==> src/verilog/scsf_cfg.svh <==
// offsets, field positions and reset values of the status-flag block
// What this block does
// - rx ready set on character, cleared by read
// - chars while disabled show ready on enable
// - tx free needs enable, empty holding, and outside spi modes no break
// - break seen sticky until clear status
// - rx count done at zero, cleared on write
// - tx count done at zero, cleared on write
// - overrun sticky until clear status
// - stop bit low sticky until clear
// - parity fault sticky until clear status
// - idle expired, restart clears, zero value masks
// - drained when tx enabled and holding and shifter both empty
// - retry limit sticky until clear retry
// - tx exhausted when both tx counts zero
// - rx exhausted when both rx counts zero
// - nak sticky until clear nak
// - cts change sticky, status read clears
// - cts level mirrors the input pin
// - biphase error sticky until clear status
// - spi modes show reduced view, underrun bit10
// - spi underrun sticky until clear status
// - rx holding gives last char, read clears ready
// - bit 15 tells data or command char
`ifndef SCSF_CFG_SVH
`define SCSF_CFG_SVH
`define SCSF_CTRL_ADDR     32'h40024000
`define SCSF_MODE_ADDR     32'h40024004
`define SCSF_STATUS_ADDR   32'h40024014
`define SCSF_RXHOLD_ADDR   32'h40024018
`define SCSF_TXHOLD_ADDR   32'h4002401c
`define SCSF_TIMEOUT_ADDR  32'h40024024
`define SCSF_RXCNT_ADDR    32'h40024104
`define SCSF_RXNCNT_ADDR   32'h40024114
`define SCSF_TXCNT_ADDR    32'h4002410c
`define SCSF_TXNCNT_ADDR   32'h4002411c
`define SCSF_CMD_RXEN      4
`define SCSF_CMD_RXDIS     5
`define SCSF_CMD_TXEN      6
`define SCSF_CMD_TXDIS     7
`define SCSF_CMD_CLRSTA    8
`define SCSF_CMD_BREAK     9
`define SCSF_CMD_RESTART   11
`define SCSF_CMD_CLRRETRY  13
`define SCSF_CMD_CLRNAK    14
`define SCSF_ST_RXREADY    0
`define SCSF_ST_TXFREE     1
`define SCSF_ST_BREAK      2
`define SCSF_ST_RXDONE     3
`define SCSF_ST_TXDONE     4
`define SCSF_ST_OVERRUN    5
`define SCSF_ST_STOPERR    6
`define SCSF_ST_PARITY     7
`define SCSF_ST_IDLE       8
`define SCSF_ST_DRAINED    9
`define SCSF_ST_RETRY      10
`define SCSF_ST_UNDERRUN   10
`define SCSF_ST_TXEXH      11
`define SCSF_ST_RXEXH      12
`define SCSF_ST_NAK        13
`define SCSF_ST_CTSCHG     19
`define SCSF_ST_CTSLVL     23
`define SCSF_ST_BIPHASE    24
`define SCSF_RX_SYNC_BIT   15
`define SCSF_CHAR_W        9
`define SCSF_MODE_RESET    4'h0
`endif

==> src/verilog/scsf_pkg.sv <==
// types of the status-flag block
package scsf_pkg;
  typedef enum logic [3:0] {
    SCSF_MODE_NORMAL     = 4'b0000,
    SCSF_MODE_SPI_MASTER = 4'b1110,
    SCSF_MODE_SPI_SLAVE  = 4'b1111
  } scsf_mode_t;
endpackage : scsf_pkg

==> src/verilog/scsf_status_flags.sv <==
// status flags, receive holding and dma counters of the serial port
//
// Decided for this implementation: the plain strobed port.
`include "scsf_cfg.svh"
`timescale 1ns/1ps
`default_nettype none
module scsf_status_flags #(
  parameter int CW = 16,
  parameter int TW = 16
) (
  input  wire logic                    ref_clk,
  input  wire logic                    rst,
  input  wire logic [31:0]             busAddr,
  input  wire logic [31:0]             busWrData,
  input  wire logic                    busWrite,
  input  wire logic                    busRead,
  output logic      [31:0]             busRdData,
  input  wire logic                    rxCharValid,
  input  wire logic [`SCSF_CHAR_W-1:0] rxChar,
  input  wire logic                    rxCharCommand,
  input  wire logic                    breakEvent,
  input  wire logic                    stopBitLow,
  input  wire logic                    parityFail,
  input  wire logic                    manchesterError,
  input  wire logic                    idleTimeoutEvent,
  input  wire logic                    retryLimitEvent,
  input  wire logic                    nakEvent,
  input  wire logic                    spiUnderrun,
  input  wire logic                    ctsIn,
  input  wire logic                    txShiftTake,
  input  wire logic                    txShiftEmpty,
  input  wire logic                    breakStarted,
  input  wire logic [1:0]              dmaStep,
  output logic                         rxEnabled,
  output logic                         txEnabled,
  output logic      [3:0]              portMode,
  output logic      [TW-1:0]           idleTimeoutValue,
  output logic                         idleTimerRestart,
  output logic                         breakRequest,
  output logic      [`SCSF_CHAR_W-1:0] txHoldData,
  output logic                         txHoldSync,
  output logic                         txHoldFull
);

  function automatic logic isSpiMode(input logic [3:0] m);
    isSpiMode = (m == scsf_pkg::SCSF_MODE_SPI_MASTER) ||
                (m == scsf_pkg::SCSF_MODE_SPI_SLAVE);
  endfunction : isSpiMode

  // bus decode
  logic ctrlWrite;
  logic statusRead;
  logic rxHoldRead;
  logic txHoldWrite;
  logic spiMode;
  assign ctrlWrite   = busWrite && (busAddr == `SCSF_CTRL_ADDR);
  assign statusRead  = busRead && (busAddr == `SCSF_STATUS_ADDR);
  assign rxHoldRead  = busRead && (busAddr == `SCSF_RXHOLD_ADDR);
  assign txHoldWrite = busWrite && (busAddr == `SCSF_TXHOLD_ADDR);
  assign spiMode     = isSpiMode(portMode);

  // command pulses
  logic cmdClrSta;
  logic cmdRestart;
  logic cmdClrRetry;
  logic cmdClrNak;
  logic cmdBreak;
  assign cmdClrSta   = ctrlWrite && busWrData[`SCSF_CMD_CLRSTA];
  assign cmdRestart  = ctrlWrite && busWrData[`SCSF_CMD_RESTART];
  assign cmdClrRetry = ctrlWrite && busWrData[`SCSF_CMD_CLRRETRY];
  assign cmdClrNak   = ctrlWrite && busWrData[`SCSF_CMD_CLRNAK];
  assign cmdBreak    = ctrlWrite && busWrData[`SCSF_CMD_BREAK];

  // enables, disable wins over enable
  always_ff @(posedge ref_clk or posedge rst) begin
    if (rst) begin
      rxEnabled <= 1'b0;
    end else if (ctrlWrite && busWrData[`SCSF_CMD_RXDIS]) begin
      rxEnabled <= 1'b0;
    end else if (ctrlWrite && busWrData[`SCSF_CMD_RXEN]) begin
      rxEnabled <= 1'b1;
    end
  end

  always_ff @(posedge ref_clk or posedge rst) begin
    if (rst) begin
      txEnabled <= 1'b0;
    end else if (ctrlWrite && busWrData[`SCSF_CMD_TXDIS]) begin
      txEnabled <= 1'b0;
    end else if (ctrlWrite && busWrData[`SCSF_CMD_TXEN]) begin
      txEnabled <= 1'b1;
    end
  end

  // mode and time-out value
  always_ff @(posedge ref_clk or posedge rst) begin
    if (rst) begin
      portMode <= `SCSF_MODE_RESET;
    end else if (busWrite && (busAddr == `SCSF_MODE_ADDR)) begin
      portMode <= busWrData[3:0];
    end
  end

  always_ff @(posedge ref_clk or posedge rst) begin
    if (rst) begin
      idleTimeoutValue <= '0;
    end else if (busWrite && (busAddr == `SCSF_TIMEOUT_ADDR)) begin
      idleTimeoutValue <= busWrData[TW-1:0];
    end
  end

  always_ff @(posedge ref_clk or posedge rst) begin
    if (rst) begin
      idleTimerRestart <= 1'b0;
    end else begin
      idleTimerRestart <= cmdRestart;
    end
  end

  // receive holding
  logic [`SCSF_CHAR_W-1:0] rxData;
  logic                    rxSync;
  logic                    rxReadyRaw;
  always_ff @(posedge ref_clk or posedge rst) begin
    if (rst) begin
      rxData <= '0;
      rxSync <= 1'b0;
    end else if (rxCharValid) begin
      rxData <= rxChar;
      rxSync <= rxCharCommand;
    end
  end

  // kept while disabled, shown once enabled again
  always_ff @(posedge ref_clk or posedge rst) begin
    if (rst) begin
      rxReadyRaw <= 1'b0;
    end else if (rxCharValid) begin
      rxReadyRaw <= 1'b1;
    end else if (rxHoldRead) begin
      rxReadyRaw <= 1'b0;
    end
  end

  // sticky line errors
  logic overrunFlag;
  logic breakSeen;
  logic stopBitError;
  logic parityFault;
  logic biphaseError;
  logic underrunFlag;
  always_ff @(posedge ref_clk or posedge rst) begin
    if (rst) begin
      overrunFlag <= 1'b0;
    end else if (rxCharValid && rxReadyRaw && !rxHoldRead) begin
      overrunFlag <= 1'b1;
    end else if (cmdClrSta) begin
      overrunFlag <= 1'b0;
    end
  end

  always_ff @(posedge ref_clk or posedge rst) begin
    if (rst) begin
      breakSeen <= 1'b0;
    end else if (breakEvent) begin
      breakSeen <= 1'b1;
    end else if (cmdClrSta) begin
      breakSeen <= 1'b0;
    end
  end

  always_ff @(posedge ref_clk or posedge rst) begin
    if (rst) begin
      stopBitError <= 1'b0;
    end else if (stopBitLow) begin
      stopBitError <= 1'b1;
    end else if (cmdClrSta) begin
      stopBitError <= 1'b0;
    end
  end

  always_ff @(posedge ref_clk or posedge rst) begin
    if (rst) begin
      parityFault <= 1'b0;
    end else if (parityFail) begin
      parityFault <= 1'b1;
    end else if (cmdClrSta) begin
      parityFault <= 1'b0;
    end
  end

  always_ff @(posedge ref_clk or posedge rst) begin
    if (rst) begin
      biphaseError <= 1'b0;
    end else if (manchesterError) begin
      biphaseError <= 1'b1;
    end else if (cmdClrSta) begin
      biphaseError <= 1'b0;
    end
  end

  always_ff @(posedge ref_clk or posedge rst) begin
    if (rst) begin
      underrunFlag <= 1'b0;
    end else if (spiUnderrun && spiMode) begin
      underrunFlag <= 1'b1;
    end else if (cmdClrSta) begin
      underrunFlag <= 1'b0;
    end
  end

  // time-out, retry and nak
  logic idleExpired;
  logic retryLimitHit;
  logic nakFlag;
  always_ff @(posedge ref_clk or posedge rst) begin
    if (rst) begin
      idleExpired <= 1'b0;
    end else if (idleTimeoutEvent && (idleTimeoutValue != '0)) begin
      idleExpired <= 1'b1;
    end else if (cmdRestart) begin
      idleExpired <= 1'b0;
    end
  end

  always_ff @(posedge ref_clk or posedge rst) begin
    if (rst) begin
      retryLimitHit <= 1'b0;
    end else if (retryLimitEvent) begin
      retryLimitHit <= 1'b1;
    end else if (cmdClrRetry) begin
      retryLimitHit <= 1'b0;
    end
  end

  always_ff @(posedge ref_clk or posedge rst) begin
    if (rst) begin
      nakFlag <= 1'b0;
    end else if (nakEvent) begin
      nakFlag <= 1'b1;
    end else if (cmdClrNak) begin
      nakFlag <= 1'b0;
    end
  end

  // clear-to-send level and change
  logic ctsLevel;
  logic ctsToggled;
  always_ff @(posedge ref_clk or posedge rst) begin
    if (rst) begin
      ctsLevel <= 1'b0;
    end else begin
      ctsLevel <= ctsIn;
    end
  end

  always_ff @(posedge ref_clk or posedge rst) begin
    if (rst) begin
      ctsToggled <= 1'b0;
    end else if (ctsIn != ctsLevel) begin
      ctsToggled <= 1'b1;
    end else if (statusRead) begin
      ctsToggled <= 1'b0;
    end
  end

  // transmit holding and break request
  always_ff @(posedge ref_clk or posedge rst) begin
    if (rst) begin
      txHoldData <= '0;
      txHoldSync <= 1'b0;
    end else if (txHoldWrite) begin
      txHoldData <= busWrData[`SCSF_CHAR_W-1:0];
      txHoldSync <= busWrData[`SCSF_RX_SYNC_BIT];
    end
  end

  always_ff @(posedge ref_clk or posedge rst) begin
    if (rst) begin
      txHoldFull <= 1'b0;
    end else if (txHoldWrite) begin
      txHoldFull <= 1'b1;
    end else if (txShiftTake) begin
      txHoldFull <= 1'b0;
    end
  end

  always_ff @(posedge ref_clk or posedge rst) begin
    if (rst) begin
      breakRequest <= 1'b0;
    end else if (cmdBreak) begin
      breakRequest <= 1'b1;
    end else if (breakStarted) begin
      breakRequest <= 1'b0;
    end
  end

  // dma counters, index 0 receive, 1 transmit
  logic [CW-1:0] dmaCount [2];
  logic [CW-1:0] dmaNext  [2];
  logic [1:0]    countDone;
  logic [1:0]    blockExhausted;
  logic [31:0]   cntAddr  [2];
  logic [31:0]   nextAddr [2];
  assign cntAddr[0]  = `SCSF_RXCNT_ADDR;
  assign cntAddr[1]  = `SCSF_TXCNT_ADDR;
  assign nextAddr[0] = `SCSF_RXNCNT_ADDR;
  assign nextAddr[1] = `SCSF_TXNCNT_ADDR;

  genvar ch;
  generate
    for (ch = 0; ch < 2; ch++) begin : g_dma
      logic cntWrite;
      logic nextWrite;
      logic lastStep;
      assign cntWrite  = busWrite && (busAddr == cntAddr[ch]);
      assign nextWrite = busWrite && (busAddr == nextAddr[ch]);
      assign lastStep  = dmaStep[ch] && (dmaCount[ch] == CW'(1));

      // count and reload from the next count
      always_ff @(posedge ref_clk or posedge rst) begin
        if (rst) begin
          dmaCount[ch] <= '0;
        end else if (cntWrite) begin
          dmaCount[ch] <= busWrData[CW-1:0];
        end else if (lastStep) begin
          dmaCount[ch] <= dmaNext[ch];
        end else if (dmaStep[ch] && (dmaCount[ch] != '0)) begin
          dmaCount[ch] <= dmaCount[ch] - CW'(1);
        end
      end

      always_ff @(posedge ref_clk or posedge rst) begin
        if (rst) begin
          dmaNext[ch] <= '0;
        end else if (nextWrite) begin
          dmaNext[ch] <= busWrData[CW-1:0];
        end else if (lastStep) begin
          dmaNext[ch] <= '0;
        end
      end

      always_ff @(posedge ref_clk or posedge rst) begin
        if (rst) begin
          countDone[ch] <= 1'b0;
        end else if (lastStep) begin
          countDone[ch] <= 1'b1;
        end else if (cntWrite || nextWrite) begin
          countDone[ch] <= 1'b0;
        end
      end

      assign blockExhausted[ch] = (dmaCount[ch] == '0) &&
                                  (dmaNext[ch] == '0);
    end
  endgenerate

  // status words
  logic [31:0] fullView;
  logic [31:0] spiView;
  logic        txFree;
  logic        txDrained;
  assign txFree    = txEnabled && !txHoldFull && !breakRequest;
  assign txDrained = txEnabled && !txHoldFull && txShiftEmpty;

  always_comb begin
    fullView                       = '0;
    fullView[`SCSF_ST_RXREADY]     = rxReadyRaw && rxEnabled;
    fullView[`SCSF_ST_TXFREE]      = txFree;
    fullView[`SCSF_ST_BREAK]       = breakSeen;
    fullView[`SCSF_ST_RXDONE]      = countDone[0];
    fullView[`SCSF_ST_TXDONE]      = countDone[1];
    fullView[`SCSF_ST_OVERRUN]     = overrunFlag;
    fullView[`SCSF_ST_STOPERR]     = stopBitError;
    fullView[`SCSF_ST_PARITY]      = parityFault;
    fullView[`SCSF_ST_IDLE]        = idleExpired && (idleTimeoutValue != '0);
    fullView[`SCSF_ST_DRAINED]     = txDrained;
    fullView[`SCSF_ST_RETRY]       = retryLimitHit;
    fullView[`SCSF_ST_TXEXH]       = blockExhausted[1];
    fullView[`SCSF_ST_RXEXH]       = blockExhausted[0];
    fullView[`SCSF_ST_NAK]         = nakFlag;
    fullView[`SCSF_ST_CTSCHG]      = ctsToggled;
    fullView[`SCSF_ST_CTSLVL]      = ctsLevel;
    fullView[`SCSF_ST_BIPHASE]     = biphaseError;
  end

  always_comb begin
    spiView                        = '0;
    spiView[`SCSF_ST_RXREADY]      = rxReadyRaw && rxEnabled;
    spiView[`SCSF_ST_TXFREE]       = txEnabled && !txHoldFull;
    spiView[`SCSF_ST_RXDONE]       = countDone[0];
    spiView[`SCSF_ST_TXDONE]       = countDone[1];
    spiView[`SCSF_ST_OVERRUN]      = overrunFlag;
    spiView[`SCSF_ST_DRAINED]      = txDrained;
    spiView[`SCSF_ST_UNDERRUN]     = underrunFlag;
    spiView[`SCSF_ST_TXEXH]        = blockExhausted[1];
    spiView[`SCSF_ST_RXEXH]        = blockExhausted[0];
  end

  // read data, one cycle after the strobe, zero elsewhere
  logic [31:0] next_busRdData;
  always_comb begin
    next_busRdData = '0;
    case (busAddr)
      `SCSF_STATUS_ADDR: begin
        next_busRdData = spiMode ? spiView : fullView;
      end
      `SCSF_RXHOLD_ADDR: begin
        next_busRdData[`SCSF_CHAR_W-1:0]  = rxData;
        next_busRdData[`SCSF_RX_SYNC_BIT] = rxSync;
      end
      `SCSF_MODE_ADDR: begin
        next_busRdData[3:0] = portMode;
      end
      `SCSF_TIMEOUT_ADDR: begin
        next_busRdData[TW-1:0] = idleTimeoutValue;
      end
      `SCSF_RXCNT_ADDR: begin
        next_busRdData[CW-1:0] = dmaCount[0];
      end
      `SCSF_RXNCNT_ADDR: begin
        next_busRdData[CW-1:0] = dmaNext[0];
      end
      `SCSF_TXCNT_ADDR: begin
        next_busRdData[CW-1:0] = dmaCount[1];
      end
      `SCSF_TXNCNT_ADDR: begin
        next_busRdData[CW-1:0] = dmaNext[1];
      end
      default: begin
        next_busRdData = '0;
      end
    endcase
  end

  always_ff @(posedge ref_clk or posedge rst) begin
    if (rst) begin
      busRdData <= '0;
    end else if (busRead) begin
      busRdData <= next_busRdData;
    end else begin
      busRdData <= '0;
    end
  end

endmodule : scsf_status_flags
`default_nettype wire

==> config.mk <==
export PLATFORM = sky130hd
export DESIGN_NAME = scsf_status_flags
export DESIGN_NICKNAME = d
export VERILOG_FILES = /design/src/verilog/scsf_pkg.sv /design/src/verilog/scsf_status_flags.sv
export VERILOG_INCLUDE_DIRS = /design/src /design/src/verilog
export SDC_FILE = /design/constraint.sdc
export NUM_CORES = 1
export LEC_CHECK = 0
export ABC_AREA = 1
export BUFFER_PORTS_ARGS = -buffer_cell sky130_fd_sc_hd__buf_2
export CORE_MARGIN = 1.5
export CORE_UTILIZATION = 25
export CTS_CLUSTER_DIAMETER = 40
export DETAILED_ROUTE_END_ITERATION = 7
export GPL_TIMING_DRIVEN = 0
export PLACE_DENSITY = 0.45
export SETUP_SLACK_MARGIN = 0.05
export SYNTH_ARGS = -nofsm -noshare
export SYNTH_HDL_FRONTEND = slang
export SYNTH_SLANG_ARGS = --single-unit
==> constraint.sdc <==
create_clock -name ref_clk -period 10.1 [get_ports ref_clk]
set_input_delay 2.02 -clock ref_clk [delete_from_list [all_inputs] [get_ports ref_clk]]
set_output_delay 2.02 -clock ref_clk [all_outputs]
set_load 0.005 [all_outputs]
==> flow_metrics.py, run 1 <==
metrics = {
    "timing": {
        "finalHoldViolations": 0,
        "worst_slew_pin_slew_ns": 0.745,
        "maxSlewHeadroom_pct": 50.3,
        "setup_viol": 0,
        "rsz0062_at_grt": "false",
        "tns_ns": 0,
        "maxSlewViolCount": 0,
        "post-route-min-period_ns": 3.70,
        "finalCritPeriodShare_pct": 36.7,
        "fin_skew_ns": 0.0223,
        "worst_slack_ns": 6.40,
        "fmax_mhz": 270,
    },
    "global_routing": {
        "grt_pass1_vias": 7883,
        "grt_max_degree": 88,
        "grt-ovfl-total": 0,
        "grt_pass1_wl_um": 47700,
        "antenna_found_initial": 0,
        "grt_use_met3_pct": 2.45,
        "grt_util_met1_pct": 26.0,
        "grt_use_met2_pct": 32.0,
        "grt_usage_pct": 19.1,
        "busiest_layer": "met2",
    },
    "clock_tree": {
        "clock-root-buffer": "clkbuf_16",
        "post_cts_buffers": 0,
        "h-tree-depth": 4,
        "clkTransAtPathRegs_ns": 0.07,
        "cts_tree": "yes",
        "clock_path_buffers": 2,
        "cts_hold_buf": 0,
        "clk_latency_ns": 0.46,
        "cts_sinks": 142,
        "postCtsResizedCells": 0,
        "cts_made_buffers": 17,
    },
    "detailed_routing": {
        "vias_per_cell": 4.60,
        "ant_nets": 0,
        "first_pass_iters": 6,
        "drt_iter0_markers": 657,
        "post_drt_wl_per_cell_um": 18.1,
        "drt-total-wl_um": 31300,
        "vias": 7972,
        "drc": 0,
    },
    "outcome": {
        "outcome": "completed",
    },
    "die": {
        "die_h_um": 185,
        "die-width_um": 185,
        "initial_core_util_pct": 25.3,
        "row_count": 66,
        "io-pin-count": 160,
        "core-area_mm2": 0.0325,
        "die_area_mm2": 0.0341,
    },
    "synth": {
        "seq_area_frac_synth_pct": 43.1,
        "synth.cell_area_mm2": 0.00825,
        "synth_edf_count": 0,
        "syn_inst": 1118,
        "synth-async-reset-ratio_pct": 100,
        "ys.flop_type": "dfrtp_1",
        "ys.warnings.count": 0,
        "syn_area_per_cell_um2": 7.38,
        "ys_ff_latch": 142,
        "ys_types": 43,
    },
    "worst_setup_path": {
        "cp.depth": 7,
        "cp.buffers_inverters": 3,
        "critPathSlowestCell": "buf_1",
        "end_kind": "flop",
        "required_ns": 10.42,
        "cp_max_fo": 10,
        "rrSetupSlack_ns": 7.93,
        "cpPeakStageDelay_ns": 0.62,
        "start_kind": "input port",
        "critPathTopFamily": "buffers and inverters",
        "path_class": "input port to flop",
        "crit_path_cell_trace": "buf_2 -> buf_1 -> nand3_1 -> nand2_2 -> inv_2 -> nand2_1 -> nand3_1",
        "cp_data_arrival_time_ns": 4.02,
        "reg2reg_depth": 13,
        "crit_path_frequent_cell": "nand3_1",
    },
    "layout": {
        "drive_gt1_share_pct": 20.0,
        "fin_nets": 1378,
        "area_growth_pct": 22.9,
        "final-instance-count-excl-fill": 1734,
        "n_antenna_cell": 0,
        "seq_area_mm2": 0.00355,
        "nFillCells": 3639,
        "multi_input_area_mm2": 0.00393,
        "fin_area_mm2": 0.0101,
    },
    "pwr": {
        "p_per_area_mw_per_mm2": 189,
        "leakage_nw": 5.42,
        "vdd_drop_max_mv": 0.113,
    },
    "placement": {
        "port_buffers": 129,
        "finalWeightedCongestion": 0.914,
        "place_hpwl_um": 24600,
        "pre_cts_ws_ns": 6.02,
        "dp_cells": 1702,
        "dpl_cell_area_mm2": 0.00952,
    },
    "flow_run": {
        "maxCapViolCount": 0,
    },
    "hold_path": {
        "hold_depth": 2,
        "hold_path.class": "flop to flop",
    },
}
[state kept, by name, summed over array words and instances (netlist names), 2 cells and up]
name              flops
portMode              4
countDone             2
txHoldData            9
busRdData            19
dmaNext              32
idleTimeoutValue     16
dmaCount             32
rxData                9
[worst min-delay path: stages (launching register included)]
cell	delay [ns]
dfrtp_1	0.36
nand2_1	0.06
nand2_1	0.04
[synth_stat cells (7+ instances only)]
master    count  area share, %
nor2_1      121            5.5
nand2_1     329             15
a21oi_1       7           0.42
dfrtp_1     142             43
inv_2        10           0.46
o22ai_1      35            2.7
xor2_1       13            1.4
o21ai_0      62            3.8
buf_2         7           0.42
inv_1       128            5.8
o211ai_1      9           0.82
nor2_4        7           0.96
nand4_1      13           0.99
nand3_1      96            5.8
nor2_2        8           0.61
nand2_2      10           0.76
o21ai_1      38            2.3
nand2_4      10            1.4
buf_4        18            1.6
[per-stage QoR]
stage               util, %  hold WS (ns)  power, mW
CTS                    31.2         0.487       1.92
global placement       29.2         0.465       1.25
floorplan                 -         0.442       1.10
detailed placement     29.3         0.470       1.26
finish                 31.2         0.486       1.91
global route           31.2         0.515       2.03
[area by class of cell]
type	instances	area share [%]
Buffer	37	2.57
Tap cell	442	5.46
Sequential cell	142	35.1
Timing Repair Buffer	130	6.64
Clock buffer	17	4.20
Multi-Input combinational cell	809	38.8
Inverter	142	5.43
Clock inverter	15	1.86
[report_power, final]
group | switching, mW | internal [mW] | leakage (nW)
registers | 0.108 | 0.660 | 1.72
logic | 0.312 | 0.176 | 3.40
clock network | 0.318 | 0.337 | 0.299
[cell families after synthesis]
logic type	synth area share (%)
AND/OR/NAND/NOR	33.5
buffers and inverters	9.77
AO/OA/AOI/OAI	11.0
flip-flops	43.1
XOR/XNOR	1.59
adder cells (fa/ha/maj)	0.910
other	0.0455
[routing by layer]
metal,part of all wire [%],vias to the layer above
met5,0,-
met4,1.2,0
met3,4.4,24
met2,48,219
met1,46,3826
li1,-,3903
[placed cells by master, fill, tap and decap left out, types with 8 or more instances in the layout]
cell type	n
xor2_1	13
nor2_2	8
nand4_1	13
nand2_1	329
nand3_1	96
buf_2	136
o21ai_1	38
buf_4	18
o21ai_0	62
clkbuf_16	17
inv_1	127
nand2_2	10
nand2_4	10
o211ai_1	9
conb_1	13
o22ai_1	35
nor2_1	121
dfrtp_1	142
inv_2	10
[final timing paths]
kind / start / end
worst max-delay path: busWrite / dmaCount[23]
worst min-delay path: rxData[6] / rxData[6]
worst max register to register: dmaCount[0] / dmaCount[14]
worst min register to register: rxData[6] / rxData[6]
max in group asynchronous: rst / dmaCount[15]
min in group asynchronous: rst / parityFault
(Power assumes the default switching activity.)
==> inputs of run 2 (changes only) <==
clock period = 3.6 ns   (was 10.1 ns; I/O delays follow)
==> flow_metrics.py, run 2 (same netlist as run 1, synthesis figures left out) <==
metrics = {
    "outcome": {
        "outcome": "completed",
    },
    "clock_tree": {
        "cts_tree": "yes",
        "clock_path_buffers": 2,
        "cts_made_buffers": 17,
        "clk_latency_ns": 0.44,
        "postCtsResizedCells": 0,
        "cts_sinks": 142,
        "h-tree-depth": 4,
        "clkTransAtPathRegs_ns": 0.07,
        "cts_hold_buf": 0,
        "clock-root-buffer": "clkbuf_16",
        "post_cts_buffers": 0,
    },
    "pwr": {
        "seqPwrFrac_pct": 40.3,
        "clock_power_share_pct": 34.0,
        "vdd_drop_max_mv": 0.328,
        "switching_share_pct": 37.4,
        "power.internal_mw": 3.34,
        "leakage_nw": 5.43,
        "combPwrFrac_pct": 25.7,
        "p_per_area_mw_per_mm2": 525,
        "p_switching_mw": 2.00,
    },
    "die": {
        "io-pin-count": 160,
        "die_area_mm2": 0.0341,
        "initial_core_util_pct": 25.3,
        "die_h_um": 185,
        "die-width_um": 185,
        "row_count": 66,
        "core-area_mm2": 0.0325,
    },
    "placement": {
        "port_buffers": 129,
        "finalWeightedCongestion": 0.902,
        "pre_cts_ws_ns": 0.871,
        "place_hpwl_um": 25000,
    },
    "detailed_routing": {
        "vias": 7975,
        "drc": 0,
        "drt-total-wl_um": 31400,
        "post_drt_wl_per_cell_um": 18.1,
        "drt_iter0_markers": 620,
        "ant_nets": 0,
        "first_pass_iters": 5,
        "vias_per_cell": 4.59,
    },
    "worst_setup_path": {
        "crit_path_cell_trace": "buf_2 -> buf_1 -> nand3_1 -> nand2_2 -> inv_2 -> nand2_1 -> nand3_1",
        "crit_path_frequent_cell": "nand3_1",
        "start_kind": "input port",
        "required_ns": 3.90,
        "cp_data_arrival_time_ns": 2.64,
        "cpPeakStageDelay_ns": 0.62,
        "path_class": "input port to flop",
        "end_kind": "flop",
        "cp_max_fo": 10,
        "critPathSlowestCell": "buf_1",
    },
    "timing": {
        "worst_slack_ns": 1.27,
        "fin_hold_ws_ns": 0.375,
        "finalHoldViolations": 0,
        "post-route-min-period_ns": 2.33,
        "finalCritPeriodShare_pct": 64.8,
        "maxSlewHeadroom_pct": 50.4,
        "worst_slew_pin_slew_ns": 0.744,
        "setup_viol": 0,
        "fmax_mhz": 428,
        "maxSlewViolCount": 0,
        "rsz0062_at_grt": "false",
        "tns_ns": 0,
        "fin_skew_ns": 0.0140,
    },
    "global_routing": {
        "grt-ovfl-total": 0,
        "busiest_layer": "met2",
        "grt_pass1_wl_um": 47700,
        "grt_util_met1_pct": 25.8,
        "grt_use_met2_pct": 31.9,
        "antenna_found_initial": 0,
        "grt_pass1_vias": 7842,
        "grt_max_degree": 41,
        "grt_usage_pct": 19.0,
        "grt_use_met3_pct": 2.35,
    },
    "layout": {
        "fin_nets": 1381,
        "drive_gt1_share_pct": 20.2,
        "nFillCells": 3658,
        "layout_commonest_cell": "nand2_1",
        "reg.largest.list": "dmaCount: 32 flops, dmaNext: 32 flops, busRdData: 19 flops",
        "layout_common_cells": "nand2_1 (329), dfrtp_1 (142), buf_2 (136)",
        "area_growth_pct": 23.2,
        "n_antenna_cell": 0,
    },
    "hold_path": {
        "hold_path.class": "input port to asynchronous set/reset pin",
    },
    "flow_run": {
        "maxCapViolCount": 0,
    },
}
-- run 2: changes by cell type in the layout (fill, tap and decap cells not counted), sizes merged --
cell and change:
clkinvlp +2, bufinv +1, buf +3, inv +3
clkinv -6
-- run 2: power by group through the flow --
stage	combinational [mW]	clock [mW]	sequential, mW
finish	1.37	1.82	2.15
global route	1.57	1.93	2.19
CTS	1.37	1.85	2.14
detailed placement	1.37	0	2.17
global placement	1.35	0	2.17
floorplan	1.03	0	2.06
-- run 2: per-layer routing --
metal | part of all wire [%] | vias up | wire (um)
li1 | - | 3902 | -
met1 | 46 | 3810 | 14300
met2 | 48 | 244 | 15100
met3 | 4.8 | 19 | 1510
met4 | 1.5 | 0 | 476
met5 | 0 | - | 0
-- run 2: critical path, delay by kind of cell --
family / cells / cell delay (ns)
simple gates: 4 / 0.80
buf+inv: 3 / 1.10
-- run 2: path summary, 6_finish.rpt --
check | from | cells past startpoint | endpoint | slack (ns)
max | busWrite | 7 | dmaCount[26] | 1.27
min | rst | 2 | busRdData[7] | 0.38
max reg2reg | dmaCount[0] | 13 | dmaCount[14] | 1.45
min reg2reg | rxData[6] | 2 | rxData[6] | 0.48
max in group asynchronous | rst | 5 | idleTimeoutValue[9] | 2.21
min in group ref_clk | ctsIn | 1 | ctsLevel | 0.42
-- run 2: layout make-up --
cell class	count	area [um^2]	area share, %
Multi-Input combinational cell	809	3930	38.7
Tap cell	442	553	5.44
Inverter	142	549	5.41
Sequential cell	142	3550	35.0
Clock buffer	17	425	4.19
Buffer	37	260	2.56
Clock inverter	15	163	1.60
Timing Repair Buffer	133	726	7.14
-- run 2: stage by stage --
stage	util [%]	power (mW)	area (um^2)	instances
detailed placement	29.4	3.54	9570	1705
CTS	31.2	5.37	10200	1737
floorplan	-	3.09	8300	1130
global placement	29.2	3.52	9490	1701
finish	31.2	5.34	10200	1737
global route	31.2	5.69	10200	1737
